`config.mk`:
```
export PLATFORM = sky130hd
export DESIGN_NAME = link_sequencer
export DESIGN_NICKNAME = d
export VERILOG_FILES = /design/src/pkg/link_seq_pkg.sv /design/src/hdl/link_sequencer.sv /design/src/hdl/pin_sync.sv /design/src/hdl/step_timer.sv
export SDC_FILE = /design/constraint.sdc
export NUM_CORES = 1
export LEC_CHECK = 0
export BUFFER_PORTS_ARGS = -buffer_cell sky130_fd_sc_hd__clkbuf_2
export CAP_MARGIN = 20
export CORE_MARGIN = 4
export CORE_UTILIZATION = 49
export CTS_CLUSTER_SIZE = 28
export DETAILED_ROUTE_END_ITERATION = 16
export PLACE_DENSITY = 0.69
export SYNTH_ARGS = -nofsm -noshare
export SYNTH_HDL_FRONTEND = slang
export SYNTH_SLANG_ARGS = --single-unit
```
`constraint.sdc`:
```
create_clock -name CLK -period 6.49 [get_ports CLK]
set_clock_uncertainty 0.1 [all_clocks]
set_input_delay 0.649 -clock CLK [delete_from_list [all_inputs] [get_ports CLK]]
set_output_delay 0.649 -clock CLK [all_outputs]
set_load 0.02 [all_outputs]
```
`src/pkg/link_seq_pkg.sv`:
```
// constants, codes and carriers of the serial link setup sequencer
// assumes a 25 MHz reference clock and an 8-bit local register port
package link_seq_pkg;

    // ----------------------------------------
    // clock and timing
    // ----------------------------------------
    localparam int CLK_KHZ = 25000;
    localparam int OSC_START_US = 1000;
    localparam int OSC_START_CYC = (OSC_START_US * CLK_KHZ + 999) / 1000;
    localparam int TERM_CAL_US = 100;
    localparam int TERM_CAL_CYC = (TERM_CAL_US * CLK_KHZ + 999) / 1000;
    localparam int LOCK_LIMIT_MS = 50;
    localparam int LOCK_LIMIT_CYC = LOCK_LIMIT_MS * CLK_KHZ;
    localparam int CNT_W = 21;

    // ----------------------------------------
    // register map
    // ----------------------------------------
    localparam logic [15:0] SPEED_ADDR = 16'h0001;
    localparam logic [15:0] TOPO_ADDR = 16'h0010;
    localparam logic [15:0] STATUS_ADDR = 16'h0013;
    localparam int TX_RATE_LSB = 2;
    localparam int RX_RATE_LSB = 0;
    localparam int CFG_LSB = 0;
    localparam int AUTO_BIT = 4;
    localparam int RESTART_BIT = 5;
    localparam int LOCK_BIT = 3;
    localparam int STEP_LSB = 4;
    localparam logic [7:0] SPEED_RST = 8'h08;
    localparam logic [7:0] TOPO_RST = 8'h10;

    // ----------------------------------------
    // codes
    // ----------------------------------------
    localparam logic [1:0] RATE_6G = 2'h2;
    localparam logic [1:0] RATE_3G = 2'h1;
    localparam logic [1:0] RATE_REV = 2'h0;
    localparam logic [1:0] TOPO_DUAL = 2'h0;
    localparam logic [1:0] TOPO_A = 2'h1;
    localparam logic [1:0] TOPO_B = 2'h2;
    localparam logic [1:0] TOPO_SPLIT = 2'h3;
    localparam logic [1:0] PORT_A = 2'h1;
    localparam logic [1:0] PORT_B = 2'h2;
    localparam logic [1:0] PORT_BOTH = 2'h3;

    // ----------------------------------------
    // types
    // ----------------------------------------
    typedef enum logic [3:0] {
        S_OFF, S_OSC, S_TERM, S_STRAP, S_LINK_RST,
        S_BEACON, S_HS, S_CANCEL, S_EQ, S_LOCK
    } seq_state_t;

    typedef struct packed {
        logic wr;
        logic rd;
        logic [15:0] addr;
        logic [7:0] wdata;
    } reg_req_t;

    typedef struct packed {
        logic [1:0] beacon_seen;
        logic hs_done;
        logic cancel_done;
        logic eq_done;
    } phy_stat_t;

    typedef struct packed {
        logic [3:0] s1;
        logic [3:0] s2;
        logic [3:0] s3;
        logic [3:0] q;
    } sync_state_t;

    typedef struct packed {
        logic [CNT_W-1:0] cnt;
        logic done;
    } timer_state_t;

    typedef struct packed {
        seq_state_t st;
        logic [7:0] speed;
        logic [7:0] topo;
        logic [1:0] act_tx;
        logic [1:0] act_rx;
        logic [1:0] port_sel;
        logic act_auto;
        logic [CNT_W-1:0] deadline;
        logic [7:0] rdata;
        logic rvalid;
        logic osc_en;
        logic term_cal;
        logic [1:0] beacon;
        logic [1:0] phy_en;
        logic hs_req;
        logic cancel_cal;
        logic eq_cal;
        logic chan_en;
        logic lock;
    } seq_t;

endpackage : link_seq_pkg

```
`src/hdl/link_sequencer.sv`:
```
// power-up and link start-up sequencer with its two link registers
// assumes the phy reports beacon, handshake and calibration on CLK
`timescale 1ns/10ps
module link_sequencer
    import link_seq_pkg::*;
#(
    parameter int OSC_START_CYCLES = OSC_START_CYC,
    parameter int LOCK_LIMIT_CYCLES = LOCK_LIMIT_CYC
)
(
    input wire logic CLK,
    input wire logic RST_B,
    input wire logic POWER_DOWN_N_PIN,
    input wire logic SUPPLY_OK,
    input wire logic [1:0] STRAP,
    input wire reg_req_t REG_REQ,
    output logic [7:0] REG_RDATA,
    output logic REG_RVALID,
    input wire phy_stat_t PHY_STAT,
    output logic OSC_EN,
    output logic TERM_CAL,
    output logic [1:0] BEACON,
    output logic [1:0] PHY_EN,
    output logic HANDSHAKE_REQ,
    output logic CANCEL_CAL,
    output logic EQ_CAL,
    output logic CHAN_EN,
    output logic LOCK,
    output logic [1:0] TX_RATE,
    output logic [1:0] RX_RATE
);
    // ----------------------------------------
    // pins and timer
    // ----------------------------------------
    seq_t cur;
    seq_t next;
    logic [3:0] pins;
    logic pwr_ok;
    logic tdone;
    logic tstart;
    logic [CNT_W-1:0] tload;
    logic in_link;
    logic access;
    logic wr_topo;
    logic [1:0] seen;
    logic [1:0] want;

    pin_sync u_sync (
        .clk(CLK),
        .rst_b(RST_B),
        .pin({STRAP, SUPPLY_OK, POWER_DOWN_N_PIN}),
        .q(pins)
    );

    step_timer u_timer (
        .clk(CLK),
        .rst_b(RST_B),
        .start(tstart),
        .load(tload),
        .done(tdone)
    );

    assign pwr_ok = pins[0] & pins[1];
    assign seen = PHY_STAT.beacon_seen;
    assign in_link = (cur.st > S_LINK_RST);
    assign access = (cur.st >= S_LINK_RST);
    assign wr_topo = access && REG_REQ.wr && (REG_REQ.addr == TOPO_ADDR);

    // ports a beacon must answer on before the handshake
    always_comb
    begin
        want = cur.port_sel;
        if (cur.act_auto)
        begin
            want = (seen[0]) ? PORT_A : PORT_B;
        end
    end

    // ----------------------------------------
    // sequencer
    // ----------------------------------------
    always_comb
    begin
        next = cur;
        next.rvalid = 1'b0;
        tstart = 1'b0;
        tload = '0;
        case (cur.st)
            S_OFF:
            begin
                if (pwr_ok)
                begin
                    next.st = S_OSC;
                    tstart = 1'b1;
                    tload = CNT_W'(OSC_START_CYCLES);
                end
            end
            S_OSC:
            begin
                if (tdone)
                begin
                    next.st = S_TERM;
                    tstart = 1'b1;
                    tload = CNT_W'(TERM_CAL_CYC);
                end
            end
            S_TERM:
            begin
                if (tdone)
                begin
                    next.st = S_STRAP;
                end
            end
            S_STRAP:
            begin
                // straps only set the forward speed; the rest keep reset
                next.speed[TX_RATE_LSB+:2] = pins[3:2];
                next.st = S_LINK_RST;
            end
            S_LINK_RST:
            begin
                // settings take effect only here, never mid-link
                next.act_tx = cur.speed[TX_RATE_LSB+:2];
                next.act_rx = cur.speed[RX_RATE_LSB+:2];
                next.act_auto = cur.topo[AUTO_BIT];
                next.topo[RESTART_BIT] = 1'b0;
                next.deadline = CNT_W'(LOCK_LIMIT_CYCLES);
                if (cur.topo[AUTO_BIT])
                begin
                    next.port_sel = PORT_BOTH;
                end
                else
                begin
                    case (cur.topo[CFG_LSB+:2])
                        TOPO_A: next.port_sel = PORT_A;
                        TOPO_B: next.port_sel = PORT_B;
                        default: next.port_sel = PORT_BOTH;
                    endcase
                end
                next.st = S_BEACON;
            end
            S_BEACON:
            begin
                if ((cur.act_auto && seen != 2'h0) ||
                    (!cur.act_auto && (seen & want) == want))
                begin
                    next.port_sel = want;
                    next.st = S_HS;
                end
            end
            S_HS:
            begin
                if (PHY_STAT.hs_done)
                begin
                    next.st = S_CANCEL;
                end
            end
            S_CANCEL:
            begin
                if (PHY_STAT.cancel_done)
                begin
                    next.st = S_EQ;
                end
            end
            S_EQ:
            begin
                if (PHY_STAT.eq_done)
                begin
                    next.st = S_LOCK;
                end
            end
            S_LOCK:
            begin
                // a lost port relinks via S_LINK_RST, which reloads the topology register
                if ((seen & cur.port_sel) != cur.port_sel)
                begin
                    next.st = S_LINK_RST;
                end
            end
            default:
            begin
                next.st = S_OFF;
            end
        endcase

        // no lock within the limit: start the link over
        if (in_link && cur.st != S_LOCK)
        begin
            if (cur.deadline == '0)
            begin
                next.st = S_LINK_RST;
            end
            else
            begin
                next.deadline = cur.deadline - 1'b1;
            end
        end

        // register port; a write of the restart bit wins over its clear
        if (access && REG_REQ.wr)
        begin
            case (REG_REQ.addr)
                SPEED_ADDR: next.speed = REG_REQ.wdata;
                TOPO_ADDR: next.topo = REG_REQ.wdata;
                default: next.topo = next.topo;
            endcase
        end
        if (REG_REQ.rd)
        begin
            next.rvalid = 1'b1;
            next.rdata = 8'h00;
            if (access)
            begin
                case (REG_REQ.addr)
                    SPEED_ADDR: next.rdata = cur.speed;
                    TOPO_ADDR: next.rdata = cur.topo;
                    STATUS_ADDR:
                    begin
                        next.rdata[LOCK_BIT] = cur.lock;
                        next.rdata[STEP_LSB+:4] = cur.st;
                    end
                    default: next.rdata = 8'h00;
                endcase
            end
        end
        if (wr_topo && REG_REQ.wdata[RESTART_BIT])
        begin
            next.st = S_LINK_RST;
        end

        if (!pwr_ok)
        begin
            next = '0;
            next.speed = SPEED_RST;
            next.topo = TOPO_RST;
        end

        // outputs follow the step so nothing leads link-up
        next.osc_en = (next.st != S_OFF);
        next.term_cal = (next.st == S_TERM);
        next.beacon = (next.st == S_BEACON) ? next.port_sel : 2'h0;
        next.phy_en = (next.st > S_BEACON) ? next.port_sel : 2'h0;
        next.hs_req = (next.st == S_HS);
        next.cancel_cal = (next.st == S_CANCEL);
        next.eq_cal = (next.st == S_EQ);
        next.chan_en = (next.st == S_LOCK);
        next.lock = (next.st == S_LOCK);
    end

    always_ff @(posedge CLK)
    begin
        if (!RST_B)
        begin
            cur <= '0;
            cur.speed <= SPEED_RST;
            cur.topo <= TOPO_RST;
        end
        else
        begin
            cur <= next;
        end
    end

    assign REG_RDATA = cur.rdata;
    assign REG_RVALID = cur.rvalid;
    assign OSC_EN = cur.osc_en;
    assign TERM_CAL = cur.term_cal;
    assign BEACON = cur.beacon;
    assign PHY_EN = cur.phy_en;
    assign HANDSHAKE_REQ = cur.hs_req;
    assign CANCEL_CAL = cur.cancel_cal;
    assign EQ_CAL = cur.eq_cal;
    assign CHAN_EN = cur.chan_en;
    assign LOCK = cur.lock;
    assign TX_RATE = cur.act_tx;
    assign RX_RATE = cur.act_rx;

    // ----------------------------------------
    // checks
    // ----------------------------------------
    property p_pdn_off;
        @(posedge CLK) disable iff (!RST_B)
        !pwr_ok |=> (cur.st == S_OFF) && !OSC_EN;
    endproperty
    a_pdn_off: assert property (p_pdn_off)
        else $error("not powered down with pin or supply low");

    property p_term_after_osc;
        @(posedge CLK) disable iff (!RST_B)
        $rose(TERM_CAL) |-> $past(cur.st) == S_OSC && OSC_EN;
    endproperty
    a_term_after_osc: assert property (p_term_after_osc)
        else $error("termination calibration out of order");

    property p_hs_after_beacon;
        @(posedge CLK) disable iff (!RST_B)
        $rose(HANDSHAKE_REQ) |-> $past(BEACON) != 2'h0;
    endproperty
    a_hs_after_beacon: assert property (p_hs_after_beacon)
        else $error("handshake without beacon");

    property p_eq_after_cancel;
        @(posedge CLK) disable iff (!RST_B)
        $rose(EQ_CAL) |-> $past(CANCEL_CAL) && $past(PHY_STAT.cancel_done);
    endproperty
    a_eq_after_cancel: assert property (p_eq_after_cancel)
        else $error("equalizer before canceller");

    property p_lock_pair;
        @(posedge CLK) disable iff (!RST_B)
        LOCK |-> CHAN_EN && cur.st == S_LOCK && !BEACON[0] && !BEACON[1];
    endproperty
    a_lock_pair: assert property (p_lock_pair)
        else $error("lock without channels or outside link-up");

    property p_port_a_restart;
        @(posedge CLK) disable iff (!RST_B)
        wr_topo && REG_REQ.wdata == 8'h21 && pwr_ok
        |=> cur.st == S_LINK_RST && cur.topo == 8'h21
        ##1 !cur.topo[RESTART_BIT] || $past(wr_topo);
    endproperty
    a_port_a_restart: assert property (p_port_a_restart)
        else $error("port select write did not restart");

    property p_auto_ignores_cfg;
        @(posedge CLK) disable iff (!RST_B)
        cur.st == S_LINK_RST && cur.topo[AUTO_BIT] && pwr_ok && !wr_topo
        |=> cur.port_sel == PORT_BOTH && cur.act_auto;
    endproperty
    a_auto_ignores_cfg: assert property (p_auto_ignores_cfg)
        else $error("auto mode used the topology field");

    property p_first_port;
        @(posedge CLK) disable iff (!RST_B)
        cur.st == S_BEACON && cur.act_auto && seen == PORT_B
        |=> cur.st != S_HS || cur.port_sel == PORT_B;
    endproperty
    a_first_port: assert property (p_first_port)
        else $error("auto mode chose the wrong port");

    property p_read_answer;
        @(posedge CLK) disable iff (!RST_B)
        REG_REQ.rd && access && REG_REQ.addr == SPEED_ADDR && pwr_ok
        |=> REG_RVALID && REG_RDATA == $past(cur.speed);
    endproperty
    a_read_answer: assert property (p_read_answer)
        else $error("register read gave no answer");
endmodule : link_sequencer

```
`src/hdl/pin_sync.sv`:
```
// three-stage synchroniser for the asynchronous pins
// assumes pins are quasi-static; a change counts once stages agree
`timescale 1ns/10ps
module pin_sync
    import link_seq_pkg::*;
(
    input wire logic clk,
    input wire logic rst_b,
    input wire logic [3:0] pin,
    output logic [3:0] q
);
    sync_state_t cur;
    sync_state_t next;

    always_comb
    begin
        next = cur;
        next.s1 = pin;
        next.s2 = cur.s1;
        next.s3 = cur.s2;
        for (int i = 0; i < 4; i++)
        begin
            if (cur.s2[i] == cur.s3[i])
            begin
                next.q[i] = cur.s3[i];
            end
        end
    end

    always_ff @(posedge clk)
    begin
        if (!rst_b)
        begin
            cur <= '0;
        end
        else
        begin
            cur <= next;
        end
    end

    assign q = cur.q;
endmodule : pin_sync

```
`src/hdl/step_timer.sv`:
```
// down counter timing the power-up steps
// assumes start is a one-cycle pulse; done pulses when the count ends
`timescale 1ns/10ps
module step_timer
    import link_seq_pkg::*;
(
    input wire logic clk,
    input wire logic rst_b,
    input wire logic start,
    input wire logic [CNT_W-1:0] load,
    output logic done
);
    timer_state_t cur;
    timer_state_t next;

    always_comb
    begin
        next = cur;
        next.done = 1'b0;
        if (start)
        begin
            next.cnt = load;
        end
        else if (cur.cnt != '0)
        begin
            next.cnt = cur.cnt - 1'b1;
            next.done = (cur.cnt == {{(CNT_W-1){1'b0}}, 1'b1});
        end
    end

    always_ff @(posedge clk)
    begin
        if (!rst_b)
        begin
            cur <= '0;
        end
        else
        begin
            cur <= next;
        end
    end

    assign done = cur.done;
endmodule : step_timer

```
==> summary.txt, run 1 <==
Final layout
  – Commonest non-fill, non-tap cell in the layout: dfxtp_1
  – # diodes: 0
  – Layout Nets: 648
  – Most frequent cells in the layout: dfxtp_1 (105), nor2_1 (83), clkbuf_2 (60)
  – Design area: 5329 um^2
  – Util after Layout: 54.77%
  – Fin cells: 745
  – Share of cells above drive strength 1: 14.87%
  – P&R area growth vs syn: 8.926%

Die
  – Die Y: 107.9 um
  – Initial Util: 50.28%
  – DIE WIDTH: 107.9 um
  – Core area: 9729 um^2
  – Row cnt: 36
  – I/O pins: 61
  – Area of the die: 11650 um^2

STA
  – Setup_tns: 0 ns
  – Crit path time final: 3.000 ns
  – Worst slew margin: 40.12%
  – Final Cycle Share: 46.23%
  – Final setup fails: 0
  – Fmax: 0.3333 GHz
  – Setup ws final: 3.490 ns
  – Slew Viols, Final: 0
  – Fin. Hold Viols: 0
  – Worst-margin pin slew: 0.8914 ns
  – RSZ-0062 raised after global routing: false

Power and ir drop
  – P_leak: 2.021 nW
  – Clock network power share: 27.5%
  – Combinational power share: 20.8%
  – Sw frac: 28.77%
  – Sequential Power Share: 51.7%
  – Maximum vdd ir drop: 0.2094 mV
  – Power Density: 258.9 nW/um^2
  – Sw power: 0.0003969 W
  – Internal: 0.0009827 W

Run status
  – Status: finished clean

Setup path
  – Critical path's top delay family: compound AO/OA/AOI/OAI gates
  – Crit-path max FO: 11
  – Largest stage delay on the critical path: 0.74 ns
  – Startpoint Class: flip-flop
  – CP Cell Sequence: inv_1 -> ha_1 -> nor4b_1 -> nand3_1 -> o211ai_1 -> nor2_1 -> a211oi_1 -> a311oi_1
  – Crit end category: flip-flop
  – Critical path class: flip-flop to flip-flop
  – Required @ worst endpoint: 6.63 ns
  – CP max-delay cell: o211ai_1
  – Critical Path AT: 3.14 ns
  – Crit path buf inv count: 1

Global route
  – First-pass GRT wire length: 17.68 mm
  – Largest net degree at the start of global routing: 45
  – Initial antenna violation count: 0
  – Vias in the first global route: 3859
  – Gr ovfl total: 0
  – Tot GR Track Use: 18.62%

Clocking
  – CTS Hold Bufs: 0
  – Clock Sinks: 105
  – Worst-path clk slew: 0.09 ns
  – H-tree depth: 3
  – Inserted Clock Buffers: 9
  – Root Driver: clkbuf_8
  – CTS resizes: 0
  – TritonCTS clock tree: done
  – Setup bufs post-CTS: 0
  – CTS Buffer Depth: 2
  – Worst-Skew Late Latency: 0.37 ns

Logic synthesis
  – Post-synth EDFFs: 0
  – Post-synthesis sequential area ratio: 42.97%
  – Synthesis Warnings: 0
  – Post-synth top flop: dfxtp_1
  – Mapped Cells: 576
  – Number of synthesized register bits: 105
  – Syn Area/Cell: 8.493 um^2
  – Yosys cell types: 60
  – Asr flop ratio synth: 0%
  – Syn Nets: 616
  – Netlist Area Pre-Place: 4892 um^2

Place
  – Detailed Place HPWL: 7.520 mm
  – DP Cell Count: 729
  – DP Area: 5134 um^2
  – Placement Setup Slack: 3.207 ns
  – Final RePlAce weighted congestion: 0.8558
  – Port bufs: 60

Route
  – DR pass1 iterations: 4
  – Vias post-DR: 4086
  – Via/cell ratio: 5.485
  – DRT iter0 DRCs: 178
  – Final WL: 10.41 mm
  – Drt drc: 0
  – Final ANT Viol Nets: 0
  – WL/cell: 13.98 um

Min path
  – Hold Path Class: flip-flop to flip-flop

Flow run
  – Max-capacitance violation count: 0
Yosys cell counts, drive strengths merged, types with 7 or more instances:
cell type / n / area (um^2)
inv: 12 / 45.04
xor2: 9 / 78.83
nor4: 15 / 123.9
dfxtp: 105 / 2102
nor2b: 13 / 81.33
a21oi: 40 / 200.2
clkbuf: 16 / 60.06
mux2i: 17 / 170.2
or3: 10 / 62.56
o21ai: 16 / 80.08
nor3: 20 / 100.1
a31oi: 7 / 43.79
and2: 14 / 87.58
buf: 25 / 172.7
and3: 11 / 68.82
nand2b: 12 / 75.07
nor2: 83 / 311.6
xnor2: 12 / 105.1
nand3: 9 / 50.05
nand2: 47 / 176.4
power groups by stage:
stage / logic (W) / registers, W / clock network (W)
floorplan: 0.000246 / 0.000720 / 0
global placement: 0.000282 / 0.000726 / 0
detailed placement: 0.000287 / 0.000728 / 0
CTS: 0.000289 / 0.000714 / 0.000395
global route: 0.000327 / 0.000721 / 0.000413
finish: 0.000287 / 0.000713 / 0.000379
worst paths after layout:
check	to	slack, ns	startpoint	depth (start not counted)
max reg2reg	cur[29]$_SDFF_PN0_	3.49	cur[20]$_SDFF_PN0_	8
min	u_sync.cur[8]$_SDFF_PN0_	0.34	u_sync.cur[12]$_SDFF_PN0_	1
max	cur[29]$_SDFF_PN0_	3.49	cur[20]$_SDFF_PN0_	8
min reg2reg	u_sync.cur[8]$_SDFF_PN0_	0.34	u_sync.cur[12]$_SDFF_PN0_	1
state kept, by name, summed over array words and instances (netlist names):
register	count
cur	44
u_timer.cur	21
u_sync.cur	12
REG_RDATA	8
u_sync.q	4
BEACON	2
PHY_EN	2
RX_RATE	2
TX_RATE	2
CANCEL_CAL	1
EQ_CAL	1
HANDSHAKE_REQ	1
LOCK	1
OSC_EN	1
REG_RVALID	1
TERM_CAL	1
u_timer.done	1
routing by layer:
metal / vias up / GRT usage (%) / wire length (um)
li1: 2082 / - / -
met1: 1906 / 22.82 / 4679
met2: 90 / 32.42 / 5067
met3: 8 / 4.019 / 552
met4: 0 / 6.222 / 114
met5: - / 0 / 0
worst register-to-register path: cells and delay by family, from the launching register on:
family	cells	cell delay (ns)
fa+ha+maj	1	0.19
buf+inv	1	0.06
flops	1	0.34
compound gates	3	1.10
simple gates	3	1.10
through the flow:
step	power [W]	hold WS [ns]
2_1_floorplan	0.0009666	0.3119
3_3_place_gp	0.001009	0.3141
3_5_place_dp	0.001015	0.3206
4_1_cts	0.001397	0.3431
5_1_grt	0.001461	0.3702
6_report	0.001380	0.3385
area by class of cell:
class                      count  area (um^2)
multi-input combinational    418         2512
clock inverter                 3        22.52
fill                         944         4400
sequential                   105         2102
inverter                      12        45.04
clock buffer                  12        165.2
tap                          133        166.4
timing repair buffer          62        315.3
logic make-up (layout without fill, tap and decap cells):
logic type	after synthesis	count (layout)	synth area share, %
multiplexers	23	23	4.859
flip-flops	105	105	42.97
XOR/XNOR	21	21	3.760
AND/OR/NAND/NOR	259	259	27.14
AO/OA/AOI/OAI	112	112	14.83
buffers and inverters	53	89	5.678
adder cells (fa/ha/maj)	3	3	0.7673
(Power assumes the default switching activity.)
==> run 2, diff against run 1 <==
--- a/config.mk
+++ b/config.mk
@@ -11,7 +11,7 @@
 export CORE_UTILIZATION = 49
 export CTS_CLUSTER_SIZE = 28
 export DETAILED_ROUTE_END_ITERATION = 16
-export PLACE_DENSITY = 0.69
+export PLACE_DENSITY = 0.72
 export SYNTH_ARGS = -nofsm -noshare
 export SYNTH_HDL_FRONTEND = slang
 export SYNTH_SLANG_ARGS = --single-unit
==> constraint.sdc (replaced) <==
create_clock -name CLK -period 2.7 [get_ports CLK]
set_clock_uncertainty 0.1 [all_clocks]
set_input_delay 0.27 -clock CLK [delete_from_list [all_inputs] [get_ports CLK]]
set_output_delay 0.27 -clock CLK [all_outputs]
set_load 0.02 [all_outputs]
==> run 2 against run 1 <==
Effect of this change: cell area increased by 2.7%; highest routed layer unchanged; count of clock-buffer cells in the layout decreased by 3; global-route usage increased by 0.66 points; sequential share of layout area decreased by 1.0 points; clock power increased by 140%; critical path type unchanged; sequential cell count unchanged; combinational power increased by 150%; worst setup slack got worse by 3.2 ns; via count increased by 4.4%; critical endpoint is now cur[38]$_SDFF_PN0_; critical path depth decreased by 2; final cell count increased by 2.7%.
==> summary.txt, run 2 (same netlist as run 1, synthesis figures left out) <==
Route
  – Via/cell ratio: 5.574 (+1.6%)
  – Vias post-DR: 4264 (+4.4%)
  – Drt drc: 0 (unchanged)
  – DRT iter0 DRCs: 194 (+9.0%)
  – Final ANT Viol Nets: 0 (unchanged)
  – DR pass1 iterations: 4 (unchanged)
  – WL/cell: 14.33 um (+2.5%)
  – Final WL: 10.96 mm (+5.3%)

Die
  – DIE WIDTH: 107.9 um (unchanged)
  – Row cnt: 36 (unchanged)
  – Initial Util: 50.28% (unchanged)
  – Area of the die: 11650 um^2 (unchanged)
  – Die Y: 107.9 um (unchanged)
  – Core area: 9729 um^2 (unchanged)
  – I/O pins: 61 (unchanged)

Flow run
  – Max-capacitance violation count: 0 (unchanged)

Final layout
  – Share of cells above drive strength 1: 16.93% (+2.1 points)
  – Regs by FF count: cur: 44 flops, u_timer.cur: 21 flops, u_sync.cur: 12 flops
  – P&R area growth vs syn: 11.84%
  – Layout Nets: 667 (+2.9%)
  – Most frequent cells in the layout: dfxtp_1 (105), nor2_1 (83), clkbuf_2 (60)
  – Largest Register: cur
  – Fin cells: 765 (+2.7%)
  – Flip-flop count of the largest register after layout: 44 (unchanged)
  – FILL cells: 932 (-1.3%)
  – # diodes: 0 (unchanged)
  – Design area: 5472 um^2 (+2.7%)
  – Commonest non-fill, non-tap cell in the layout: dfxtp_1

Min path
  – Worst hold path stage count: 3 (+2)
  – WHS Endpoint: cur[52]$_SDFFE_PN1P_
  – Hold Path Origin: REG_REQ[4]
  – Hold Path Class: primary input to flip-flop

Setup path
  – Critical path class: flip-flop to flip-flop
  – Critical Path AT: 2.60 ns (-0.54 ns)
  – Crit-path max FO: 7 (-4)
  – Worst R2R Path Depth: 6 (-2)
  – Reg2reg end: cur[38]$_SDFF_PN0_
  – R2r setup slk: 0.32 ns (-3.17 ns)
  – Crit end category: flip-flop
  – Startpoint Class: flip-flop
  – Required @ worst endpoint: 2.92 ns (-3.71 ns)
  – FF-to-FF Start: cur[25]$_SDFF_PN0_

Place
  – DP Cell Count: 745 (+2.2%)
  – Port bufs: 60 (unchanged)
  – Final RePlAce weighted congestion: 0.8708 (+1.8%)
  – DP Area: 5254 um^2 (+2.3%)
  – Detailed Place HPWL: 7.965 mm (+5.9%)

STA
  – Slew Viols, Final: 0 (unchanged)
  – Final setup fails: 0 (unchanged)
  – Final Cycle Share: 88.32% (+42 points)
  – Setup_tns: 0 ns (unchanged)
  – Fmax: 0.4193 GHz (+26%)
  – RSZ-0062 raised after global routing: false
  – Worst-margin pin slew: 0.7936 ns (-0.09780 ns)
  – Worst slew margin: 46.90% (+6.8 points)
  – Crit path time final: 2.385 ns (-0.6153 ns)
  – Fin. Hold Viols: 0 (unchanged)

Clocking
  – Worst-Skew Late Latency: 0.38 ns (about the same)
  – Worst-path clk slew: 0.10 ns (about the same)
  – CTS Buffer Depth: 2 (unchanged)
  – Root Driver: clkbuf_8
  – TritonCTS clock tree: done
  – Clock Sinks: 105 (unchanged)
  – Inserted Clock Buffers: 9 (unchanged)
  – CTS resizes: 0 (unchanged)
  – H-tree depth: 3 (unchanged)

Run status
  – Status: finished clean

Global route
  – Initial antenna violation count: 0 (unchanged)
  – Largest net degree at the start of global routing: 45 (unchanged)
  – First-pass GRT wire length: 18.26 mm (+3.3%)
  – Vias in the first global route: 4096 (+6.1%)
  – Tot GR Track Use: 19.28% (+0.66 points)
  – Gr ovfl total: 0 (unchanged)

Power and ir drop
  – Power Density: 607.3 nW/um^2 (+130%)
  – P_leak: 2.100 nW (+3.9%)
  – Maximum vdd ir drop: 0.4366 mV (+110%)
run 2: changes by cell type in the layout (fill, tap and decap cells not counted):
cell | before | now
buf_4 | 2 | 17
clkbuf_8 | 12 | 9
clkinv_2 | 1 | 2
clkinvlp_4 | 0 | 2
dlygate4sd3_1 | 0 | 4
inv_8 | 0 | 1
run 2: what timing repair did:
action,in CTS,in global routing
buffers inserted,0,0
hold buffers,4,0
endpoints found under the hold margin,4,0
run 2: worst max-delay path, cell delays in order (launching register included):
cell	delay, ns
dfxtp_1	0.40
nor4_4	0.37
nand3_1	0.23
or4_1	0.57
nor4_1	0.22
mux2_2	0.37
nor2_1	0.08
run 2: power breakdown:
group	internal [W]	total, W	switching [W]
Clock	0.000343	0.000902	0.000558
Combinational	0.000324	0.000705	0.000382
Sequential	0.00163	0.00172	0.0000814
run 2: metal layers:
| layer | track usage, % | vias up | routed length, um |
|---|---|---|---|
| li1 | - | 2117 | - |
| met1 | 23.00 | 2036 | 5005 |
| met2 | 33.48 | 89 | 5283 |
| met3 | 3.119 | 22 | 404 |
| met4 | 9.648 | 0 | 268 |
| met5 | 0 | - | 0 |
run 2: area by class of cell:
type / count / area [um^2] / share of cell area (%)
well taps: 133 / 166.4 / 3.041
inverters: 12 / 45.04 / 0.8232
multi-input cells: 418 / 2512 / 45.92
repair buffers: 81 / 467.9 / 8.552
clock buffers: 9 / 123.9 / 2.264
flip-flops and latches: 105 / 2102 / 38.42
clock inverters: 7 / 53.80 / 0.9833
run 2: per-stage QoR:
step / hold WS (ns) / utilization, % / power [W] / setup slack (ns)
after detailed placement: 0.3202 / 54.00 / 0.002448 / 0.3271
after floorplan: 0.2973 / - / 0.002323 / 0.4489
after CTS: 0.02356 / 56.24 / 0.003353 / 0.3530
after global placement: 0.3132 / 54.00 / 0.002424 / 0.4315
final: 0.04706 / 56.24 / 0.003323 / 0.3153
after global routing: 0.04257 / 56.24 / 0.003512 / 0.1697
run 2: how the worst max path moves through the flow:
stage	startpoint	end	slack [ns]
CTS	cur[25]$_SDFF_PN0_	cur[38]$_SDFF_PN0_	0.35
global route	cur[20]$_SDFF_PN0_	cur[38]$_SDFF_PN0_	0.17
detailed placement	REG_REQ[11]	cur[63]$_SDFFE_PN0P_	0.33
floorplan	cur[20]$_SDFF_PN0_	cur[28]$_SDFF_PN0_	0.45
finish	cur[25]$_SDFF_PN0_	cur[38]$_SDFF_PN0_	0.32
global placement	cur[25]$_SDFF_PN0_	cur[38]$_SDFF_PN0_	0.43
